===== src/hw/sbc_pkg.sv =====
// Purpose: Shared constants and types for the mode controller and its SPI
// Assumes: 25 MHz system clock, 16-bit frames, 3-bit register address
// Notes:   Field positions and reset values live here, except the status read bits and the wmc_r reset, set in sbc_dev
package sbc_pkg;

  ////////////////////////////////////////////////////////////////////////////
  // Frame layout
  localparam int          FRAME_BITS  = 16;
  localparam int          FRM_ADDR_HI = 15;
  localparam int          FRM_ADDR_LO = 13;
  localparam int          FRM_RO      = 12;
  localparam int          DATA_BITS   = 12;

  // Register addresses
  localparam logic [2:0]  ADDR_WDS    = 3'h0;
  localparam logic [2:0]  ADDR_MC     = 3'h1;
  localparam logic [2:0]  ADDR_ICTL   = 3'h2;
  localparam logic [2:0]  ADDR_ISTAT  = 3'h3;

  ////////////////////////////////////////////////////////////////////////////
  // Watchdog and status fields
  localparam int          WDS_WMC     = 11;
  localparam int          WDS_NWP_HI  = 10;
  localparam int          WDS_NWP_LO  = 8;
  localparam int          WDS_WOS     = 7;
  localparam logic [2:0]  NWP_RST     = 3'h4;

  // Mode control fields
  localparam int          MC_SEL_HI   = 11;
  localparam int          MC_SEL_LO   = 10;
  localparam int          MC_LHC      = 8;
  localparam int          MC_RSVD     = 6;
  localparam logic [11:0] MC_RST      = 12'h200;
  localparam logic [1:0]  MC_STANDBY  = 2'h0;
  localparam logic [1:0]  MC_SLEEP    = 2'h1;
  localparam logic [1:0]  MC_NORM_V2OFF = 2'h2;
  localparam logic [1:0]  MC_NORM_V2ON  = 2'h3;

  // Interrupt control fields
  localparam int          ICTL_LP     = 11;
  localparam logic [11:0] ICTL_RST    = 12'h000;
  localparam logic [11:0] ISTAT_RST   = 12'h000;

  // Watchdog operating modes
  localparam logic [1:0]  WDM_OFF     = 2'h0;
  localparam logic [1:0]  WDM_TIMEOUT = 2'h1;
  localparam logic [1:0]  WDM_WINDOW  = 2'h2;

  ////////////////////////////////////////////////////////////////////////////
  // Timing
  localparam int          CLK_PERIOD_NS = 40;
  localparam int          SHORT_RST_NS  = 3600000;
  localparam int          SHORT_RST_CYC =
    (SHORT_RST_NS + CLK_PERIOD_NS - 1) / CLK_PERIOD_NS;
  localparam int          RST_CNT_W     = 17;
  localparam int          HOST_HALF_CYC = 16;

  ////////////////////////////////////////////////////////////////////////////
  // State types
  typedef enum logic [3:0] {
    ST_STANDBY  = 4'b0001,
    ST_NORMAL   = 4'b0010,
    ST_SLEEP    = 4'b0100,
    ST_OVERTEMP = 4'b1000
  } sbc_mode_t;

  typedef enum logic [4:0] {
    HS_IDLE  = 5'b00001,
    HS_LEAD  = 5'b00010,
    HS_HIGH  = 5'b00100,
    HS_LOW   = 5'b01000,
    HS_TRAIL = 5'b10000
  } sbc_hst_t;

endpackage


===== src/hw/sbc_spi_if.sv =====
// Purpose: SPI link between the mode controller and its master
// Assumes: Data-out wire is driven straight from the device; its enable only feeds the checker
// Notes:   No clocking block; plain nets only
interface sbc_spi_if;
  logic spi_select_n;
  logic spi_clk;
  logic serial_data_in;
  logic serial_data_out;
  logic serial_data_out_oe;

  modport dev (
    input  spi_select_n,
    input  spi_clk,
    input  serial_data_in,
    output serial_data_out,
    output serial_data_out_oe
  );

  modport host (
    output spi_select_n,
    output spi_clk,
    output serial_data_in,
    input  serial_data_out
  );
endinterface


===== src/hw/sbc_sync3.sv =====
// Purpose: Three-stage synchroniser with agreement filter
// Assumes: Inputs come from outside the clk_sys domain
// Notes:   Output moves only once stages two and three agree
module sbc_sync3 #(
  parameter int W = 1
) (
  input  wire logic         clk_sys,
  input  wire logic         resetn,
  input  wire logic [W-1:0] d,
  input  wire logic [W-1:0] rst_val,
  output logic      [W-1:0] q
);
  logic [W-1:0] s1_r;
  logic [W-1:0] s2_r;
  logic [W-1:0] s3_r;
  logic [W-1:0] q_r;
  logic [W-1:0] q_nxt;
  logic [1:0]   fill_r;
  logic [1:0]   fill_nxt;

  // Stages hold no pin value until three edges after release, so the
  // reset value stands in until then; avoids a false edge after reset
  always_comb begin
    fill_nxt = (fill_r == 2'h3) ? fill_r : fill_r + 2'h1;
    for (int i = 0; i < W; i++) begin
      q_nxt[i] = (s2_r[i] == s3_r[i]) ? s3_r[i] : q_r[i];
    end
    if (fill_r != 2'h3) begin
      q_nxt = rst_val;
    end
  end

  always_ff @(posedge clk_sys or negedge resetn) begin
    if (!resetn) begin
      s1_r   <= '0;
      s2_r   <= '0;
      s3_r   <= '0;
      q_r    <= '0;
      fill_r <= 2'h0;
    end else begin
      s1_r   <= d;
      s2_r   <= s1_r;
      s3_r   <= s2_r;
      fill_r <= fill_nxt;
      q_r    <= q_nxt;
    end
  end

  assign q = (fill_r == 2'h0) ? rst_val : q_r;
endmodule


===== src/hw/sbc_dev.sv =====
// Purpose: Operating-mode controller with SPI register slave
// Assumes: SPI pins and detector levels are asynchronous to clk_sys
// Notes:   Link clock is sampled, not used as a clock
module sbc_dev
  import sbc_pkg::*;
#(
  parameter int RST_CYC = sbc_pkg::SHORT_RST_CYC
) (
  input  wire logic                 clk_sys,
  input  wire logic                 resetn,
  sbc_spi_if.dev                    spi,
  input  wire logic                 overtemp_detect,
  input  wire logic                 can_wake_event,
  input  wire logic                 local_wake_event,
  input  wire logic                 wake_input1_level,
  input  wire logic                 wake_input2_level,
  input  wire logic                 wdog_disable_pin,
  input  wire logic                 main_regulator_uv,
  input  wire logic                 can_regulator_uv,
  input  wire logic                 interrupt_out_n,
  input  wire logic                 wake_pending,
  input  wire logic                 can_wake_en,
  input  wire logic                 local_wake_en,
  input  wire logic                 reset_line_n_in,
  output logic                      reset_line_n_out,
  output logic                      reset_line_n_oe,
  output logic                      fallback_out,
  output logic                      fallback_out_oe,
  output logic                      main_regulator_en,
  output logic                      can_regulator_en,
  output logic                      can_active,
  output logic                      can_lowpower,
  output logic [1:0]                wdog_mode,
  output logic [2:0]                wdog_period_sel,
  output sbc_pkg::sbc_mode_t        mode_state,
  output logic [sbc_pkg::DATA_BITS-1:0] int_control
);
  import sbc_pkg::*;

  ////////////////////////////////////////////////////////////////////////////
  // Input synchronisers
  localparam int NS = 13;
  logic [NS-1:0] raw;
  logic [NS-1:0] syn;
  logic          cs_n_s, sck_s, sdi_s, otp_s, cwk_s, lwk_s, wl1_s, wl2_s;
  logic          wdog_disable_pin_s, v1uv_s, v2uv_s, interrupt_out_n_s, wkp_s, rstin_s;

  assign raw = {spi.spi_select_n, spi.spi_clk, spi.serial_data_in,
                overtemp_detect, can_wake_event, local_wake_event,
                wake_input1_level, wake_input2_level, wdog_disable_pin,
                main_regulator_uv, can_regulator_uv, interrupt_out_n,
                reset_line_n_in};
  assign {cs_n_s, sck_s, sdi_s, otp_s, cwk_s, lwk_s, wl1_s, wl2_s,
          wdog_disable_pin_s, v1uv_s, v2uv_s, interrupt_out_n_s, rstin_s} = syn;

  sbc_sync3 #(.W(NS)) u_sync (
    .clk_sys (clk_sys),
    .resetn  (resetn),
    .d       (raw),
    .rst_val (13'h1003),                    // Select, interrupt, reset idle high
    .q       (syn)
  );

  // Wake pending comes from on-chip logic, no sync needed
  assign wkp_s = wake_pending;

  ////////////////////////////////////////////////////////////////////////////
  // Register contents
  logic                 wmc_r, wmc_nxt;
  logic [2:0]           nwp_r, nwp_nxt;
  logic [DATA_BITS-1:0] mc_r, mc_nxt, ictl_r, ictl_nxt, istat_r, istat_nxt;
  logic [DATA_BITS-1:0] status_word;

  assign status_word = {wmc_r, nwp_r, wdog_disable_pin_s, v1uv_s, v2uv_s,
                        wl1_s, wl2_s, 3'h0};

  function automatic logic [DATA_BITS-1:0] rd_reg(input logic [2:0] a);
    case (a)
      ADDR_WDS:   rd_reg = status_word;
      ADDR_MC:    rd_reg = mc_r;
      ADDR_ICTL:  rd_reg = ictl_r;
      ADDR_ISTAT: rd_reg = istat_r;
      default:    rd_reg = '0;
    endcase
  endfunction

  ////////////////////////////////////////////////////////////////////////////
  // SPI slave: edges found on the sampled link clock
  logic        sck_q_r, cs_q_r;
  logic [15:0] rx_r, rx_nxt, tx_r, tx_nxt;
  logic [4:0]  fcnt_r, fcnt_nxt, rcnt_r, rcnt_nxt;
  logic        sdo_r, sdo_nxt, sdo_oe_r, sdo_oe_nxt;
  logic        wr_r, wr_nxt;
  logic [2:0]  wa_r, wa_nxt;
  logic [DATA_BITS-1:0] wd_r, wd_nxt;
  logic        rise, fall;

  assign rise = sck_s & ~sck_q_r;
  assign fall = ~sck_s & sck_q_r;

  always_comb begin
    rx_nxt     = rx_r;
    tx_nxt     = tx_r;
    fcnt_nxt   = fcnt_r;
    rcnt_nxt   = rcnt_r;
    sdo_nxt    = sdo_r;
    sdo_oe_nxt = ~cs_n_s;
    wr_nxt     = 1'b0;
    wa_nxt     = wa_r;
    wd_nxt     = wd_r;
    if (cs_n_s) begin
      fcnt_nxt = '0;
      rcnt_nxt = '0;
      tx_nxt   = {ADDR_WDS, 1'b0, status_word};
      sdo_nxt  = tx_nxt[15];
      // Commit only on select release after exactly 16 samples
      if (!cs_q_r && fcnt_r == 5'(FRAME_BITS) &&
          !rx_r[FRM_RO]) begin
        wr_nxt = 1'b1;
        wa_nxt = rx_r[FRM_ADDR_HI:FRM_ADDR_LO];
        wd_nxt = rx_r[DATA_BITS-1:0];
      end
    end else begin
      if (fall) begin
        rx_nxt = {rx_r[14:0], sdi_s};
        if (fcnt_r <= 5'(FRAME_BITS)) begin
          fcnt_nxt = fcnt_r + 5'h1;
        end
        // Address is known after the third sample
        if (fcnt_r == 5'h2) begin
          tx_nxt[12:0] = {1'b0, rd_reg({rx_r[1:0], sdi_s})};
        end
      end
      if (rise && rcnt_r < 5'(FRAME_BITS)) begin
        sdo_nxt  = tx_r[4'hf - rcnt_r[3:0]];
        rcnt_nxt = rcnt_r + 5'h1;
      end
    end
  end

  always_ff @(posedge clk_sys or negedge resetn) begin
    if (!resetn) begin
      sck_q_r  <= 1'b0;
      cs_q_r   <= 1'b1;
      rx_r     <= '0;
      tx_r     <= '0;
      fcnt_r   <= '0;
      rcnt_r   <= '0;
      sdo_r    <= 1'b0;
      sdo_oe_r <= 1'b0;
      wr_r     <= 1'b0;
      wa_r     <= '0;
      wd_r     <= '0;
    end else begin
      sck_q_r  <= sck_s;
      cs_q_r   <= cs_n_s;
      rx_r     <= rx_nxt;
      tx_r     <= tx_nxt;
      fcnt_r   <= fcnt_nxt;
      rcnt_r   <= rcnt_nxt;
      sdo_r    <= sdo_nxt;
      sdo_oe_r <= sdo_oe_nxt;
      wr_r     <= wr_nxt;
      wa_r     <= wa_nxt;
      wd_r     <= wd_nxt;
    end
  end

  assign spi.serial_data_out    = sdo_r;
  assign spi.serial_data_out_oe = sdo_oe_r;

  ////////////////////////////////////////////////////////////////////////////
  // Mode state machine, registers and reset pulse
  sbc_mode_t            st_r, st_nxt;
  logic [RST_CNT_W-1:0] rstc_r, rstc_nxt;
  logic                 start_rst, sys_rst, sleep_ok, wr_mc;
  logic                 rdrv_r, rdrv_nxt, fb_r, fb_nxt, v1_r, v1_nxt;
  logic                 v2_r, v2_nxt, ca_r, ca_nxt, clp_r, clp_nxt;
  logic [1:0]           wdm_r, wdm_nxt, new_sel;

  assign sys_rst  = (rstc_r != '0) | ~rstin_s;
  assign sleep_ok = interrupt_out_n_s & ~wkp_s &
                    (can_wake_en | local_wake_en);
  assign wr_mc    = wr_r && wa_r == ADDR_MC;
  assign new_sel  = wd_r[MC_SEL_HI:MC_SEL_LO];

  always_comb begin
    st_nxt    = st_r;
    wmc_nxt   = wmc_r;
    nwp_nxt   = nwp_r;
    mc_nxt    = mc_r;
    ictl_nxt  = ictl_r;
    istat_nxt = istat_r;
    start_rst = 1'b0;
    rstc_nxt  = (rstc_r != '0) ? rstc_r - 1'b1 : rstc_r;
    if (wr_r) begin
      case (wa_r)
        ADDR_WDS: begin
          wmc_nxt   = wd_r[WDS_WMC];
          nwp_nxt   = wd_r[WDS_NWP_HI:WDS_NWP_LO];
          start_rst = wd_r[WDS_WOS];
        end
        ADDR_MC: begin
          mc_nxt          = wd_r;
          mc_nxt[MC_RSVD] = 1'b0;
        end
        ADDR_ICTL:  ictl_nxt  = wd_r;
        ADDR_ISTAT: istat_nxt = wd_r;
        default: ;
      endcase
    end
    case (st_r)
      ST_STANDBY, ST_NORMAL: begin
        if (otp_s) begin
          st_nxt         = ST_OVERTEMP;
          mc_nxt[MC_LHC] = 1'b1;
        end else if (st_r == ST_NORMAL && sys_rst) begin
          st_nxt                   = ST_STANDBY;
          mc_nxt[MC_SEL_HI:MC_SEL_LO] = MC_STANDBY;
        end else if (wr_mc && new_sel == MC_SLEEP) begin
          if (sleep_ok) begin
            st_nxt = ST_SLEEP;
          end else begin
            start_rst = 1'b1;
          end
        end else if (wr_mc && new_sel[1]) begin
          st_nxt = ST_NORMAL;
        end else if (wr_mc && new_sel == MC_STANDBY) begin
          st_nxt = ST_STANDBY;
        end
      end
      ST_SLEEP: begin
        if (cwk_s || lwk_s) begin
          st_nxt                      = ST_STANDBY;
          mc_nxt[MC_SEL_HI:MC_SEL_LO] = MC_STANDBY;
          start_rst                   = 1'b1;
        end
      end
      ST_OVERTEMP: begin
        if (!otp_s) begin
          st_nxt    = ST_STANDBY;
          start_rst = 1'b1;
        end
      end
      default: st_nxt = ST_STANDBY;
    endcase
    if (start_rst) begin
      rstc_nxt = RST_CNT_W'(RST_CYC);
    end
    if (start_rst || sys_rst) begin
      nwp_nxt = NWP_RST;
    end
    // Outputs follow the current mode one cycle later
    v1_nxt   = st_r == ST_STANDBY || st_r == ST_NORMAL;
    v2_nxt   = st_r == ST_NORMAL &&
               mc_r[MC_SEL_HI:MC_SEL_LO] == MC_NORM_V2ON;
    ca_nxt   = st_r == ST_NORMAL && !ictl_r[ICTL_LP];
    clp_nxt  = st_r != ST_OVERTEMP && ictl_r[ICTL_LP];
    rdrv_nxt = rstc_r != '0 || st_r == ST_SLEEP ||
               st_r == ST_OVERTEMP;
    fb_nxt   = mc_r[MC_LHC];
    if (wdog_disable_pin_s || st_r == ST_SLEEP || st_r == ST_OVERTEMP) begin
      wdm_nxt = WDM_OFF;
    end else if (st_r == ST_NORMAL) begin
      wdm_nxt = wmc_r ? WDM_TIMEOUT : WDM_WINDOW;
    end else begin
      wdm_nxt = wmc_r ? WDM_OFF : WDM_TIMEOUT;
    end
  end

  always_ff @(posedge clk_sys or negedge resetn) begin
    if (!resetn) begin
      st_r    <= ST_STANDBY;
      wmc_r   <= 1'b0;
      nwp_r   <= NWP_RST;
      mc_r    <= MC_RST;
      ictl_r  <= ICTL_RST;
      istat_r <= ISTAT_RST;
      rstc_r  <= '0;
      rdrv_r  <= 1'b1;
      fb_r    <= 1'b0;
      v1_r    <= 1'b0;
      v2_r    <= 1'b0;
      ca_r    <= 1'b0;
      clp_r   <= 1'b0;
      wdm_r   <= WDM_OFF;
    end else begin
      st_r    <= st_nxt;
      wmc_r   <= wmc_nxt;
      nwp_r   <= nwp_nxt;
      mc_r    <= mc_nxt;
      ictl_r  <= ictl_nxt;
      istat_r <= istat_nxt;
      rstc_r  <= rstc_nxt;
      rdrv_r  <= rdrv_nxt;
      fb_r    <= fb_nxt;
      v1_r    <= v1_nxt;
      v2_r    <= v2_nxt;
      ca_r    <= ca_nxt;
      clp_r   <= clp_nxt;
      wdm_r   <= wdm_nxt;
    end
  end

  // Open-drain pins: only ever pulled low
  assign reset_line_n_out  = 1'b0;
  assign reset_line_n_oe   = rdrv_r;
  assign fallback_out      = 1'b0;
  assign fallback_out_oe   = fb_r;
  assign main_regulator_en = v1_r;
  assign can_regulator_en  = v2_r;
  assign can_active        = ca_r;
  assign can_lowpower      = clp_r;
  assign wdog_mode         = wdm_r;
  assign wdog_period_sel   = nwp_r;
  assign mode_state        = st_r;
  assign int_control       = ictl_r;
endmodule


===== src/flat_wrapper.sv =====
// flat-port wrapper written by rule: the top's interface ports become plain ports
module sbc_dev_flat import sbc_pkg::*;
#(
  parameter int RST_CYC = sbc_pkg::SHORT_RST_CYC
)
  (clk_sys, resetn, overtemp_detect, can_wake_event, local_wake_event, wake_input1_level, wake_input2_level, wdog_disable_pin, main_regulator_uv, can_regulator_uv, interrupt_out_n, wake_pending, can_wake_en, local_wake_en, reset_line_n_in, reset_line_n_out, reset_line_n_oe, fallback_out, fallback_out_oe, main_regulator_en, can_regulator_en, can_active, can_lowpower, wdog_mode, wdog_period_sel, mode_state, int_control, spi_spi_select_n, spi_spi_clk, spi_serial_data_in, spi_serial_data_out, spi_serial_data_out_oe);
  sbc_spi_if spi_i ();
  input  wire logic clk_sys;
  input  wire logic resetn;
  input  wire logic overtemp_detect;
  input  wire logic can_wake_event;
  input  wire logic local_wake_event;
  input  wire logic wake_input1_level;
  input  wire logic wake_input2_level;
  input  wire logic wdog_disable_pin;
  input  wire logic main_regulator_uv;
  input  wire logic can_regulator_uv;
  input  wire logic interrupt_out_n;
  input  wire logic wake_pending;
  input  wire logic can_wake_en;
  input  wire logic local_wake_en;
  input  wire logic reset_line_n_in;
  output logic reset_line_n_out;
  output logic reset_line_n_oe;
  output logic fallback_out;
  output logic fallback_out_oe;
  output logic main_regulator_en;
  output logic can_regulator_en;
  output logic can_active;
  output logic can_lowpower;
  output logic [1:0] wdog_mode;
  output logic [2:0] wdog_period_sel;
  output sbc_pkg::sbc_mode_t mode_state;
  output logic [sbc_pkg::DATA_BITS-1:0] int_control;
  input wire logic [$bits(spi_i.spi_select_n)-1:0] spi_spi_select_n;
  input wire logic [$bits(spi_i.spi_clk)-1:0] spi_spi_clk;
  input wire logic [$bits(spi_i.serial_data_in)-1:0] spi_serial_data_in;
  output wire logic [$bits(spi_i.serial_data_out)-1:0] spi_serial_data_out;
  output wire logic [$bits(spi_i.serial_data_out_oe)-1:0] spi_serial_data_out_oe;
  assign spi_i.spi_select_n = spi_spi_select_n;
  assign spi_i.spi_clk = spi_spi_clk;
  assign spi_i.serial_data_in = spi_serial_data_in;
  assign spi_serial_data_out = spi_i.serial_data_out;
  assign spi_serial_data_out_oe = spi_i.serial_data_out_oe;
  sbc_dev #(.RST_CYC(RST_CYC)) u_core (.clk_sys(clk_sys), .resetn(resetn), .spi(spi_i), .overtemp_detect(overtemp_detect), .can_wake_event(can_wake_event), .local_wake_event(local_wake_event), .wake_input1_level(wake_input1_level), .wake_input2_level(wake_input2_level), .wdog_disable_pin(wdog_disable_pin), .main_regulator_uv(main_regulator_uv), .can_regulator_uv(can_regulator_uv), .interrupt_out_n(interrupt_out_n), .wake_pending(wake_pending), .can_wake_en(can_wake_en), .local_wake_en(local_wake_en), .reset_line_n_in(reset_line_n_in), .reset_line_n_out(reset_line_n_out), .reset_line_n_oe(reset_line_n_oe), .fallback_out(fallback_out), .fallback_out_oe(fallback_out_oe), .main_regulator_en(main_regulator_en), .can_regulator_en(can_regulator_en), .can_active(can_active), .can_lowpower(can_lowpower), .wdog_mode(wdog_mode), .wdog_period_sel(wdog_period_sel), .mode_state(mode_state), .int_control(int_control));
endmodule

===== config.mk =====
export PLATFORM = sky130hd
export DESIGN_NAME = sbc_dev_flat
export DESIGN_NICKNAME = d
export VERILOG_FILES = /design/src/hw/sbc_pkg.sv /design/src/hw/sbc_spi_if.sv /design/src/hw/sbc_sync3.sv /design/src/hw/sbc_dev.sv /design/src/flat_wrapper.sv
export SDC_FILE = /design/constraint.sdc
export NUM_CORES = 1
export LEC_CHECK = 0
export CAP_MARGIN = 20
export CORE_ASPECT_RATIO = 0.6
export CORE_MARGIN = 5
export CORE_UTILIZATION = 25
export DETAILED_ROUTE_END_ITERATION = 8
export DONT_BUFFER_PORTS = 1
export GPL_ROUTABILITY_DRIVEN = 0
export MAX_ROUTING_LAYER = met4
export PLACE_DENSITY = 0.38
export SKIP_CTS_REPAIR_TIMING = 1
export SLEW_MARGIN = 5
export SYNTH_ARGS = -nofsm -noshare
export SYNTH_HDL_FRONTEND = slang
export SYNTH_SLANG_ARGS = --single-unit

===== constraint.sdc =====
create_clock -name clk_sys -period 3.13 [get_ports clk_sys]
set_input_delay 0.1565 -clock clk_sys [delete_from_list [all_inputs] [get_ports clk_sys]]
set_output_delay 0.1565 -clock clk_sys [all_outputs]
set_load 0.02 [all_outputs]

==> Word-level counts from Yosys, hierarchy flattened <==
Cells that the tools add are included.
{ "op_classes": {"addsub": 5, "n_lt_le_gt_ge": 3, "n_eq_ne": 34, "muxes": 65, "bitwise_logic": 11, "n_reduce_logical": 57} }
{ "ops": {"columns": ["operator", "count"], "rows": [
  ["$mux W13", 5],
  ["$pmux W12 S4", 1],
  ["$reduce_bool A2 Y1", 20],
  ["$mux W17", 2],
  ["$mux W4", 8],
  ["$mux W1", 29],
  ["$mux W5", 5],
  ["$mux W12", 2],
  ["$reduce_and A2 Y1", 9],
  ["$reduce_bool A17 Y1", 1],
  ["$sub A17 B1 Y17 const B", 1],
  ["$eq A1 B1 Y1", 13],
  ["$eq A3 B2 Y1 const B", 4],
  ["$mux W2", 6],
  ["$pmux W4 S3", 1],
  ["$logic_and A1 B1 Y1", 11],
  ["$add A5 B1 Y5 const B", 2],
  ["$mux W3", 3],
  ["$logic_or A1 B1 Y1", 7],
  ["$eq A3 B1 Y1 const B", 2],
  ["$logic_not A3 Y1", 2],
  ["$ne A6 B1 Y1 const B", 1],
  ["$eq A5 B2 Y1 const B", 1],
  ["$eq A5 B5 Y1 const B", 1],
  ["other kinds (25)", 38]
]} }
{ "word_totals": {"reg_bits": 181, "input_bits": 18, "wordCells": 218} }

==> Logic depth before layout (Yosys ltp) <==
Gate-level depths: netlist of run 1.
{ "logic_depth": {"depth_word": 12, "mapped_depth": 9} }

==> Cells and area by module <==
From an unflattened synthesis of run 1, not the netlist that was laid out.
{ "hier_totals": {"cells_unflattened": 707, "area_unflattened_um2": 8042.7} }
{ "by_module_without_submodules": {"columns": ["module", "n_inst", "cells_per_inst", "area_per_inst_um2", "seq_area_each_um2"], "rows": [
  ["sbc_dev", 1, 519, 5744.3, 3159.3],
  ["sbc_sync3", 1, 188, 2298.5, 1351.3]
]} }

==> Least setup slack after synthesis of run 1 <==
No wires, ideal clock.
{ "synth_timing": {"path_kind": "register -> register", "startpoint": "register u_core.u_sync.fill_r[0]", "endpoint": "register u_core.tx_r[7]", "arrival_time_ns": 2.214, "slack_ns": 0.834, "stages_incl_launch_ff": 10, "path_cell_list": "dfrtp_1 inv_1 ha_1 or2_2 clkbuf_1 nor3_4 or3b_2 clkbuf_1 a2bb2oi_1 o21ai_0"} }
{ "synth_via": {"elab_chain_len": 7, "elab_cells_between_ends": 15, "cone_classes": "eq/ne (3); mux (5); bitwise (2); reduce/logical (5)"} }
{ "synth_rtl": {"columns": ["element", "line", "text"], "rows": [
  ["start, declared", "sbc_sync3.sv:18", "logic [1:0] fill_r;"],
  ["start signal, assigned", "sbc_sync3.sv:44", "fill_r <= fill_nxt;"],
  ["$logic_not A2 Y1 (*)", "sbc_sync3.sv:49", "assign q = (fill_r == 2'h0) ? rst_val : q_r;"],
  ["$mux W13 (*)", "sbc_sync3.sv:49", null],
  ["$eq A3 B2 Y1 (tied with other cells)", "sbc_dev.sv:78", "case (a)"],
  ["$pmux W12 S4", "sbc_dev.sv:78", null],
  ["$mux W13", "sbc_dev.sv:130", "if (fcnt_r == 5'h2) begin"],
  ["$mux W13", "sbc_dev.sv:124", "if (fall) begin"],
  ["$mux W13", "sbc_dev.sv:111", "if (cs_n_s) begin"],
  ["end signal, assigned", "sbc_dev.sv:158", "tx_r <= tx_nxt;"],
  ["end, declared", "sbc_dev.sv:90", "logic [15:0] rx_r, rx_nxt, tx_r, tx_nxt;"]
]} }
Mark *: on every way between the ends. The rest lies on a longest branch, timed or not. The select of a mux whose other input is x is not followed.
A chain may end at the register's enable or synchronous reset.

==> Final worst setup path of run 1 <==
{ "layout_timing": {"startpoint": "register u_core.u_sync.fill_r[0]", "endpoint": "register u_core.tx_r[9]"} }
The elaborated chain is that of the path after synthesis.

==> flow_summary.yaml, run 1 <==
outcome:
  status: "finished, violations left"
  violations: "negative hold slack"
floorplanning:
  design.core.area_um2: 29670
  die_area_um2: 33520
  die-width_um: 233.1
  start_util: 0.2515
  rows: 49
  ios: 49
  die_h_um: 143.8
routing:
  drt_pass1_iterations: 5
  antenna_left: 0
  drt-initial-drc-count: 238
  drc_errors: 0
  drt_wl_total_mm: 18.28
  dr_total_vias: 4593
  via_per_inst: 4.354
  wire_per_inst_um: 17.32
final_layout:
  register_area_um2: 4511
  diodes: 0
  area_growth_syn_to_layout_pct: 17.03
  multi_input_area_um2: 2799
  nets: 661
  layout_commonest_cell: "dfrtp_1"
  final_cell_mix: "175 x dfrtp_1, 69 x mux2_2, 66 x nand2_1"
  final_layout_size_suffix_gt1_frac: 0.2117
  stdcell_count: 1055
  post-route-util: 0.2944
  fillerInstances: 3075
global_routing:
  grt_overflow: 0
  grt_pass1_wl_mm: 29.11
  grt_max_degree: 181
  antenna_found_initial: 0
  grt_pass1_vias: 4750
  track_usage: 0.1189
power:
  p_int_mw: 4.179
  leakagePower_nw: 3.850
  power_frac_comb: 0.113
  vdd_drop_max_mv: 0.3729
  power_switching_mw: 1.575
  swShare: 0.2737
  power_density_nw_per_um2: 658.7
  sequentialPowerShare: 0.489
  clkPwrFrac: 0.397
sta:
  report.final.slew_viol_count: 0
  period_minus_slack_ns: 2.491
  fmax_mhz: 401.4
  post-route-period-util: 0.7959
  setup_viol: 0
  rsz0062_at_grt: "no"
  tightest_slew_ns: 0.8449
  relSlewSlack: 0.4351
  finalHoldViolations: 180
  whs_ns: -0.5881
  clock_skew_ns: 0.01296
  tns_ns: 0
cts:
  clkTransAtPathRegs_ns: 0.07
  numCtsBuffers: 17
  cts.path.max_buffers: 2
  cts_sinks: 180
  cts_max_level: 4
  insertion_delay_ns: 0.44
  cts_tree: "done"
  cts-root-buf: "clkbuf_16"
critical_path:
  worstPathCellList: "inv_1, ha_1, buf_4, nand2b_1, buf_4, mux2_2, a21oi_1, o221ai_1"
  cp-start-kind: "flip-flop"
  required_ns: 3.44
  ff2ff_setup_slack_ns: 0.64
  path_delay_family: "buffers and inverters"
  r2r_cells: 8
  cp.buffers_inverters: 3
  critPathKind: "flip-flop to flip-flop"
  arrival_ns: 2.80
  cp_max_fo: 10
  worstReg2RegStart: "u_core.u_sync.fill_r[0]"
  regToRegEndpoint: "u_core.tx_r[9]"
  slowest_stage: "nand2b_1"
  critPathMaxStageDelay_ns: 0.42
  crit_top_cell: "buf_4"
  cp-end-kind: "flip-flop"
yosys:
  yosysUniqueCellTypes: 61
  syn_area_um2: 7463
  seq_area_frac_synth: 0.6044
  synth_warnings: 0
  syn_avg_cell_area_um2: 12.24
  syn_inst: 610
  ys.flop_type: "dfrtp_1"
  synth_edf_count: 0
  synth-seq-cells: 180
  synthArstFlopShare: 1.000
place:
  io_buffers: 0
  post-place-cells: 1010
  hpwl_mm: 12.40
flow_run:
  max_cap_viol_count: 0
worst_hold_path:
  hold_path_class: "primary input to asynchronous set/reset pin"
synthesized netlist by cell type, types with 5 or more instances:
master | number | area share
o21ai_0 | 31 | 0.021
nor2_1 | 42 | 0.021
nor2b_1 | 7 | 0.0059
inv_1 | 16 | 0.0080
nor3b_1 | 11 | 0.011
nand2b_1 | 9 | 0.0075
xnor2_1 | 6 | 0.0070
nand3_1 | 6 | 0.0040
a21boi_0 | 12 | 0.012
dfstp_2 | 5 | 0.018
mux2_2 | 69 | 0.10
a21oi_1 | 24 | 0.016
ha_1 | 9 | 0.015
nand2_1 | 66 | 0.033
xor2_1 | 16 | 0.019
dfrtp_1 | 175 | 0.59
clkbuf_1 | 16 | 0.0080
nor3_1 | 10 | 0.0067
power by group through the flow:
stage          logic [mW]  clock network [mW]  registers [mW]
6_report            0.651                2.29            2.82
5_1_grt             0.734                2.46            2.85
4_1_cts             0.645                2.36            2.82
3_5_place_dp        0.641                   0            2.86
3_3_place_gp        0.630                   0            2.86
2_1_floorplan       0.514                   0            2.77
metal layers:
| layer | track usage | vias to the layer above | wire, um |
|---|---|---|---|
| met5 | - | - | 0 |
| met4 | 0.02857 | 0 | 235 |
| met3 | 0.04186 | 17 | 1347 |
| met2 | 0.1470 | 83 | 7023 |
| met1 | 0.1805 | 2309 | 9670 |
| li1 | - | 2184 | - |
cells by family (layout without fill, tap and decap cells):
kind of cell    count (synthesis)  in the layout  synth area share
xor+xnor                       22             22           0.02582
flops                         180            180            0.6044
compound gates                 99             99           0.08600
other cells                     1              2         0.0005025
mux                            74             74            0.1158
simple gates                  186            186            0.1313
fa+ha+maj                       9              9           0.01509
buf+inv                        39             75           0.02112
cell type report:
class                      count  area share
clock inverter                11     0.01705
clock buffer                  21     0.05386
timing repair buffer          27     0.02693
sequential                   180      0.5164
tap                          408     0.05844
multi-input combinational    392      0.3204
inverter                      16    0.006876
stage by stage:
step / cell area (um^2) / worst slack [ns] / total power, mW / hold WS [ns]
global route: 8735 / 0.3846 / 6.050 / -0.6217
finish: 8735 / 0.6387 / 5.754 / -0.5881
global placement: 7985 / 0.6997 / 3.488 / -0.1310
CTS: 8605 / 0.6080 / 5.825 / -0.6141
detailed placement: 7985 / 0.6234 / 3.504 / -0.1304
floorplan: 7467 / 0.8338 / 3.289 / -0.1391
sequential cells by signal, summed over array words and instances, names as in the netlist, 2 cells and up:
register and cells:
u_core.u_sync.fill_r 2, u_core.u_sync.q_r 13, u_core.fcnt_r 5, u_core.u_sync.s3_r 13, u_core.wdog_mode 2, u_core.u_sync.s1_r 13, u_core.istat_r 12, u_core.wa_r 3
u_core.rstc_r 17, u_core.mode_state 4, u_core.wdog_period_sel 3, u_core.tx_r 12, u_core.wd_r 12, u_core.u_sync.s2_r 13, u_core.mc_r 11, u_core.rx_r 16
u_core.int_control 12, u_core.rcnt_r 5
worst reg2reg max path, stage by stage, from the launching register on:
cell and delay (ns):
dfrtp_1 0.41, inv_1 0.07, ha_1 0.34, buf_4 0.21
nand2b_1 0.42, buf_4 0.24, mux2_2 0.33, a21oi_1 0.19
o221ai_1 0.15
worst max path at each step:
stage               slack (ns)          endpoint               startpoint  cells past startpoint
detailed placement        0.62    u_core.tx_r[9]  u_core.u_sync.fill_r[0]                      8
global placement          0.70   u_core.tx_r[10]  u_core.u_sync.fill_r[0]                      8
floorplan                 0.83    u_core.tx_r[7]  u_core.u_sync.fill_r[0]                      9
global route              0.38  u_core.fcnt_r[3]  u_core.u_sync.fill_r[0]                      9
CTS                       0.61    u_core.tx_r[9]  u_core.u_sync.fill_r[0]                      8
finish                    0.64    u_core.tx_r[9]  u_core.u_sync.fill_r[0]                      8
(Power assumes the default switching activity.)
==> run 2, diff against run 1 <==
- PLACE_DENSITY: 0.38 -> 0.4
- clock period: 3.13 -> 2.2 ns (I/O delays scaled with it)
==> run 2 against run 1 <==
The run still ends with negative hold slack left. Core utilization grew 1.4 points. Hold slack lost 0.047 ns. Clock skew is essentially flat. Sequential share of layout area shrank 2.4 points. First-iteration DRC count grew 47%. Count of clock-buffer cells in the layout shrank 2. Sequential power grew 41%. Global-route usage grew 0.22 points. Non-clock buffer count grew 36. Clock power grew 32%. Design area grew 4.9%. Critical path type unchanged.
==> flow_summary.yaml, run 2 (synthesis gave the netlist of run 1 again) <==
critical_path:
  required_ns: 2.58
  arrival_ns: 2.57
  cp.buffers_inverters: 2
  cp_max_fo: 3
  worstReg2RegStart: "u_core.rstc_r[1]"
  cp-start-kind: "flip-flop"
  critPathMaxStageDelay_ns: 0.45
  crit_path_end: "u_core.rstc_r[10]"
  ff2ff_setup_slack_ns: 0.008
  r2r_cells: 8
  path_delay_family: "simple AND/OR/NAND/NOR gates"
  startpoint: "u_core.rstc_r[1]"
  cp-end-kind: "flip-flop"
  critPathKind: "flip-flop to flip-flop"
  slowest_stage: "or3b_2"
  regToRegEndpoint: "u_core.rstc_r[10]"
  worstPathCellList: "inv_2, buf_4, ha_1, or3b_2, a41oi_1, nand2_1, or4_1, nand3_1"
  cp.depth: 8
power:
  swShare: 0.2805
  power_frac_comb: 0.158
  leakagePower_nw: 4.069
  clkPwrFrac: 0.363
  power_density_nw_per_um2: 906.9
  p_int_mw: 5.976
  power_switching_mw: 2.330
  vdd_drop_max_mv: 0.4995
  power.total_mw: 8.306
  sequentialPowerShare: 0.479
floorplanning:
  rows: 49
  die_area_um2: 33520
  design.core.area_um2: 29670
  die-width_um: 233.1
  start_util: 0.2515
  ios: 49
  die_h_um: 143.8
global_routing:
  antenna_found_initial: 0
  grt_pass1_wl_mm: 29.53
  grt_util_met3: 0.03436
  grt.busiest_layer: "met1"
  grt_pass1_vias: 4927
  met1_usage: 0.1785
  grt_util_met2: 0.1570
  grt_overflow: 0
  track_usage: 0.1212
  grt_max_degree: 181
sta:
  finalHoldViolations: 180
  period_minus_slack_ns: 2.192
  whs_ns: -0.6354
  relSlewSlack: 0.6027
  setup_viol: 0
  post-route-period-util: 0.9962
  tightest_slew_ns: 0.5959
  clock_skew_ns: 0.01256
  fmax_mhz: 456.3
  report.final.slew_viol_count: 0
  rsz0062_at_grt: "yes"
final_layout:
  largest_register: "u_core.rstc_r"
  final_layout_size_suffix_gt1_frac: 0.2826
  post-route-util: 0.3087
  layout_commonest_cell: "dfrtp_1"
  area_growth_syn_to_layout_pct: 22.72
  final_cell_mix: "175 x dfrtp_1, 69 x mux2_2, 66 x nand2_1"
  reg_top3: "u_core.rstc_r: 17 flops, u_core.rx_r: 16 flops"
  nets: 698
  diodes: 0
  fillerInstances: 3020
  largest_register_ffs: 17
cts:
  cts.path.max_buffers: 2
  insertion_delay_ns: 0.44
  cts_tree: "done"
  cts_sinks: 180
  numCtsBuffers: 17
  cts_max_level: 4
  cts-root-buf: "clkbuf_16"
  clkTransAtPathRegs_ns: 0.07
outcome:
  violations: "negative hold slack"
  status: "finished, violations left"
place:
  hpwl_mm: 13.12
  io_buffers: 0
routing:
  dr_total_vias: 4806
  drt-initial-drc-count: 349
  wire_per_inst_um: 17.55
  drt_wl_total_mm: 19.15
  drc_errors: 0
  antenna_left: 0
  drt_pass1_iterations: 4
  via_per_inst: 4.405
worst_hold_path:
  hold_path_class: "primary input to asynchronous set/reset pin"
flow_run:
  max_cap_viol_count: 0
==> run 2: final cells by class <==
class	instances	area, um^2	share of cell area
multi-input combinational	393	2969	0.3242
inverter	16	60.06	0.006557
tap	408	510.5	0.05574
timing repair buffer	63	534.3	0.05833
clock inverter	12	131.4	0.01434
clock buffer	19	442.9	0.04836
sequential	180	4511	0.4925
==> run 2: how the worst min path moves through the flow <==
stage | start | to | slack [ns] | cells past startpoint
finish | resetn | u_core.u_sync.s3_r[1] | -0.64 | 0
global route | resetn | u_core.u_sync.s3_r[1] | -0.67 | 0
CTS | resetn | u_core.u_sync.s3_r[1] | -0.66 | 0
detailed placement | resetn | u_core.u_sync.s3_r[1] | -0.18 | 0
global placement | resetn | u_core.u_sync.s3_r[4] | -0.18 | 0
floorplan | resetn | u_core.can_active | -0.19 | 0
==> run 2: routing by layer <==
layer	vias to the layer above	part of all wire
li1	2254	-
met1	2452	0.54
met2	87	0.40
met3	13	0.048
met4	0	0.012
met5	-	0
==> run 2: metrics by stage <==
step	TNS [ns]	setup slack, ns	instances	cell area, um^2	hold WS (ns)
2_1_floorplan	0	0.01404	611	7498	-0.1856
3_3_place_gp	-0.2124	-0.04192	1041	8257	-0.1771
3_5_place_dp	-0.8099	-0.08634	1041	8257	-0.1781
4_1_cts	-1.417	-0.1301	1072	8831	-0.6648
5_1_grt	-0.5499	-0.06820	1091	9159	-0.6731
6_report	0	0.008252	1091	9159	-0.6354
==> run 2: power by group through the flow <==
stage | logic [mW] | clock network, mW | registers, mW
after floorplan | 0.740 | 0 | 3.95
after global placement | 1.11 | 0 | 4.01
after detailed placement | 1.14 | 0 | 4.03
after CTS | 1.15 | 3.13 | 3.97
after global routing | 1.45 | 3.26 | 4.02
final | 1.31 | 3.02 | 3.98
==> run 2: worst register-to-register path, delay by kind of cell, from the launching register on <==
kind	cells	cell delay (ns)
simple gates	4	1.11
flops	1	0.41
compound gates	1	0.26
buf+inv	2	0.20
fa+ha+maj	1	0.16
==> run 3, diff against run 2 <==
- ABC_AREA: default -> 1
==> run 3 against run 2 <==
The run still ends with negative hold slack left. Routed wire length increased by 2.2%. Register-to-register slack better by 0.16 ns. Non-clock buffer count down 35. Combinational power fell by 30%. Sequential share of layout area is 2.6 points higher. First-iteration DRC count increased by 36%. Clock skew down 0.0013 ns. Power fell by 4.7%. Synthesized cell count is 33% higher. Die area is 0.17% lower. Maximum frequency increased by 7.7%. Global-route usage grew 0.47 points.
==> flow_summary.yaml, run 3 <==
outcome:
  status: "finished, violations left"
  violations: "negative hold slack"
floorplanning:
  die_h_um: 143.7
  die_area_um2: 33460
  ios: 49
  start_util: 0.2563
  design.core.area_um2: 29070
  die-width_um: 232.9
  rows: 48
sta:
  clock_skew_ns: 0.01131
  report.final.slew_viol_count: 0
  post-route-period-util: 0.9249
  tns_ns: 0
  tightest_slew_ns: 0.6252
  whs_ns: -0.6317
  relSlewSlack: 0.5832
  period_minus_slack_ns: 2.035
  rsz0062_at_grt: "no"
  fmax_mhz: 491.4
  setup_viol: 0
  finalHoldViolations: 180
critical_path:
  cp-start-kind: "flip-flop"
  worstReg2RegStart: "u_core.u_sync.fill_r[0]"
  arrival_ns: 2.36
  cp-end-kind: "flip-flop"
  startpoint: "u_core.u_sync.fill_r[0]"
  cp_max_fo: 9
  critPathKind: "flip-flop to flip-flop"
  required_ns: 2.52
power:
  power_density_nw_per_um2: 910.3
  vdd_drop_max_mv: 0.4380
  leakagePower_nw: 3.945
worst_hold_path:
  hold_path_class: "primary input to asynchronous set/reset pin"
final_layout:
  largest_register_ffs: 17
  final_layout_size_suffix_gt1_frac: 0.09283
  post-route-util: 0.2992
  largest_register: "u_core.rstc_r"
  area_growth_syn_to_layout_pct: 16.73
  final_cell_mix: "223 x nand2_1, 175 x dfrtp_1, 90 x o21ai_0"
  reg_top3: "u_core.rstc_r: 17 flops, u_core.rx_r: 16 flops"
  layout_commonest_cell: "nand2_1"
  nets: 865
  diodes: 0
global_routing:
  grt_pass1_vias: 4897
  grt_pass1_wl_mm: 30.88
  track_usage: 0.1259
  grt_overflow: 0
  antenna_found_initial: 0
  grt_max_degree: 181
routing:
  wire_per_inst_um: 15.64
  drt_wl_total_mm: 19.57
  drt_pass1_iterations: 5
  drc_errors: 0
  via_per_inst: 4.230
  dr_total_vias: 5292
  antenna_left: 0
  drt-initial-drc-count: 476
flow_run:
  max_cap_viol_count: 0
cts:
  cts_tree: "done"
  clkTransAtPathRegs_ns: 0.07
  cts.path.max_buffers: 2
  cts-root-buf: "clkbuf_16"
  cts_max_level: 4
  cts_sinks: 180
  insertion_delay_ns: 0.45
  numCtsBuffers: 17
yosys:
  syn_avg_cell_area_um2: 9.186
  netlist_top_cells_area: "dfrtp_1 59%, nand2_1 11%, o21ai_0 6.0%"
  yosysUniqueCellTypes: 43
  yosysMostFrequentCell: "nand2_1"
  synth-seq-cells: 180
  synth_edf_count: 0
  yosys.area.top_type: "dfrtp_1"
  synthArstFlopShare: 1.000
  synth_top_area_frac: 0.5878
  synth_warnings: 0
  ys.flop_type: "dfrtp_1"
  synthTopCellsByCount: "223 x nand2_1, 175 x dfrtp_1, 90 x o21ai_0"
  seq_area_frac_synth: 0.6055
  syn_area_um2: 7450
  syn_inst: 811
place:
  io_buffers: 0
  hpwl_mm: 13.99
[run 3: changes by cell type after synthesis, moves of 7 or more]
cell      previous run  this run
nand2_1             66       223
mux2_2              69         0
inv_1               16        79
o21ai_0             31        90
nand3_1              6        35
nor2_1              42        71
a21boi_0            12         0
nor3b_1             11         0
xor2_1              16         6
nand2b_1             9         0
nor2b_1              7         0
[run 3: final cells by class]
| class | instances | area (um^2) |
|---|---|---|
| Fill cell | 3075 | 20370 |
| Sequential cell | 180 | 4511 |
| Clock inverter | 14 | 152.6 |
| Timing Repair Buffer | 28 | 242.7 |
| Multi-Input combinational cell | 528 | 2532 |
| Clock buffer | 18 | 439.2 |
| Tap cell | 400 | 500.5 |
| Inverter | 83 | 317.8 |
[run 3: final timing paths]
kind / end / slack [ns] / depth (start not counted)
max reg2reg: u_core.tx_r[8] / 0.17 / 11
min reg2reg: u_core.u_sync.s2_r[2] / 0.35 / 0
max: u_core.tx_r[8] / 0.17 / 11
max in group asynchronous: u_core.cs_q_r / 2.52 / 0
min: u_core.fallback_out_oe / -0.63 / 0
min in group clk_sys: u_core.u_sync.s1_r[4] / 0.21 / 1
[run 3: routing by layer]
metal	wire, um	global-route usage	vias to the layer above
met1	11680	0.2126	2494
met3	945	0.02745	14
li1	-	-	2676
met4	258	0.04006	0
met2	6679	0.1376	108
met5	0	-	-
[run 3: logic make-up (layout without fill, tap and decap cells)]
group / after synthesis / in the layout / share of synthesized area
AO/OA/AOI/OAI: 142 / 142 / 0.1041
XOR/XNOR: 7 / 7 / 0.008230
adder cells (fa/ha/maj): 9 / 9 / 0.01512
buffers and inverters: 104 / 143 / 0.05576
flip-flops: 180 / 180 / 0.6055
multiplexers: 1 / 1 / 0.001511
other: 1 / 2 / 0.0005034
AND/OR/NAND/NOR: 367 / 367 / 0.2093
[run 3: stage by stage]
stage	cell area [um^2]	total power, mW	hold slack, ns	std cells	worst slack (ns)
after floorplan	7453	4.512	-0.1856	812	0.5135
after global placement	7950	4.854	-0.1742	1204	0.1120
after detailed placement	7950	4.835	-0.1742	1204	0.1103
after CTS	8542	8.009	-0.6680	1236	0.08502
after global routing	8696	8.342	-0.6656	1251	0.003005
final	8696	7.916	-0.6317	1251	0.1652
[run 3: power breakdown]
group	total, mW	internal, mW	switching [mW]
combinational	0.923	0.323	0.600
clock	3.10	1.65	1.45
sequential	3.89	3.58	0.311
total	7.92	5.55	2.37
[run 3: critical path: stages (launching register included)]
cell	delay (ns)
dfrtp_1	0.39
inv_1	0.06
ha_2	0.24
inv_2	0.19
nand2_1	0.11
nand2_1	0.17
clkinvlp_4	0.19
buf_4	0.20
nand2_1	0.06
nand4_1	0.13
nand3_1	0.11
nand2_1	0.06
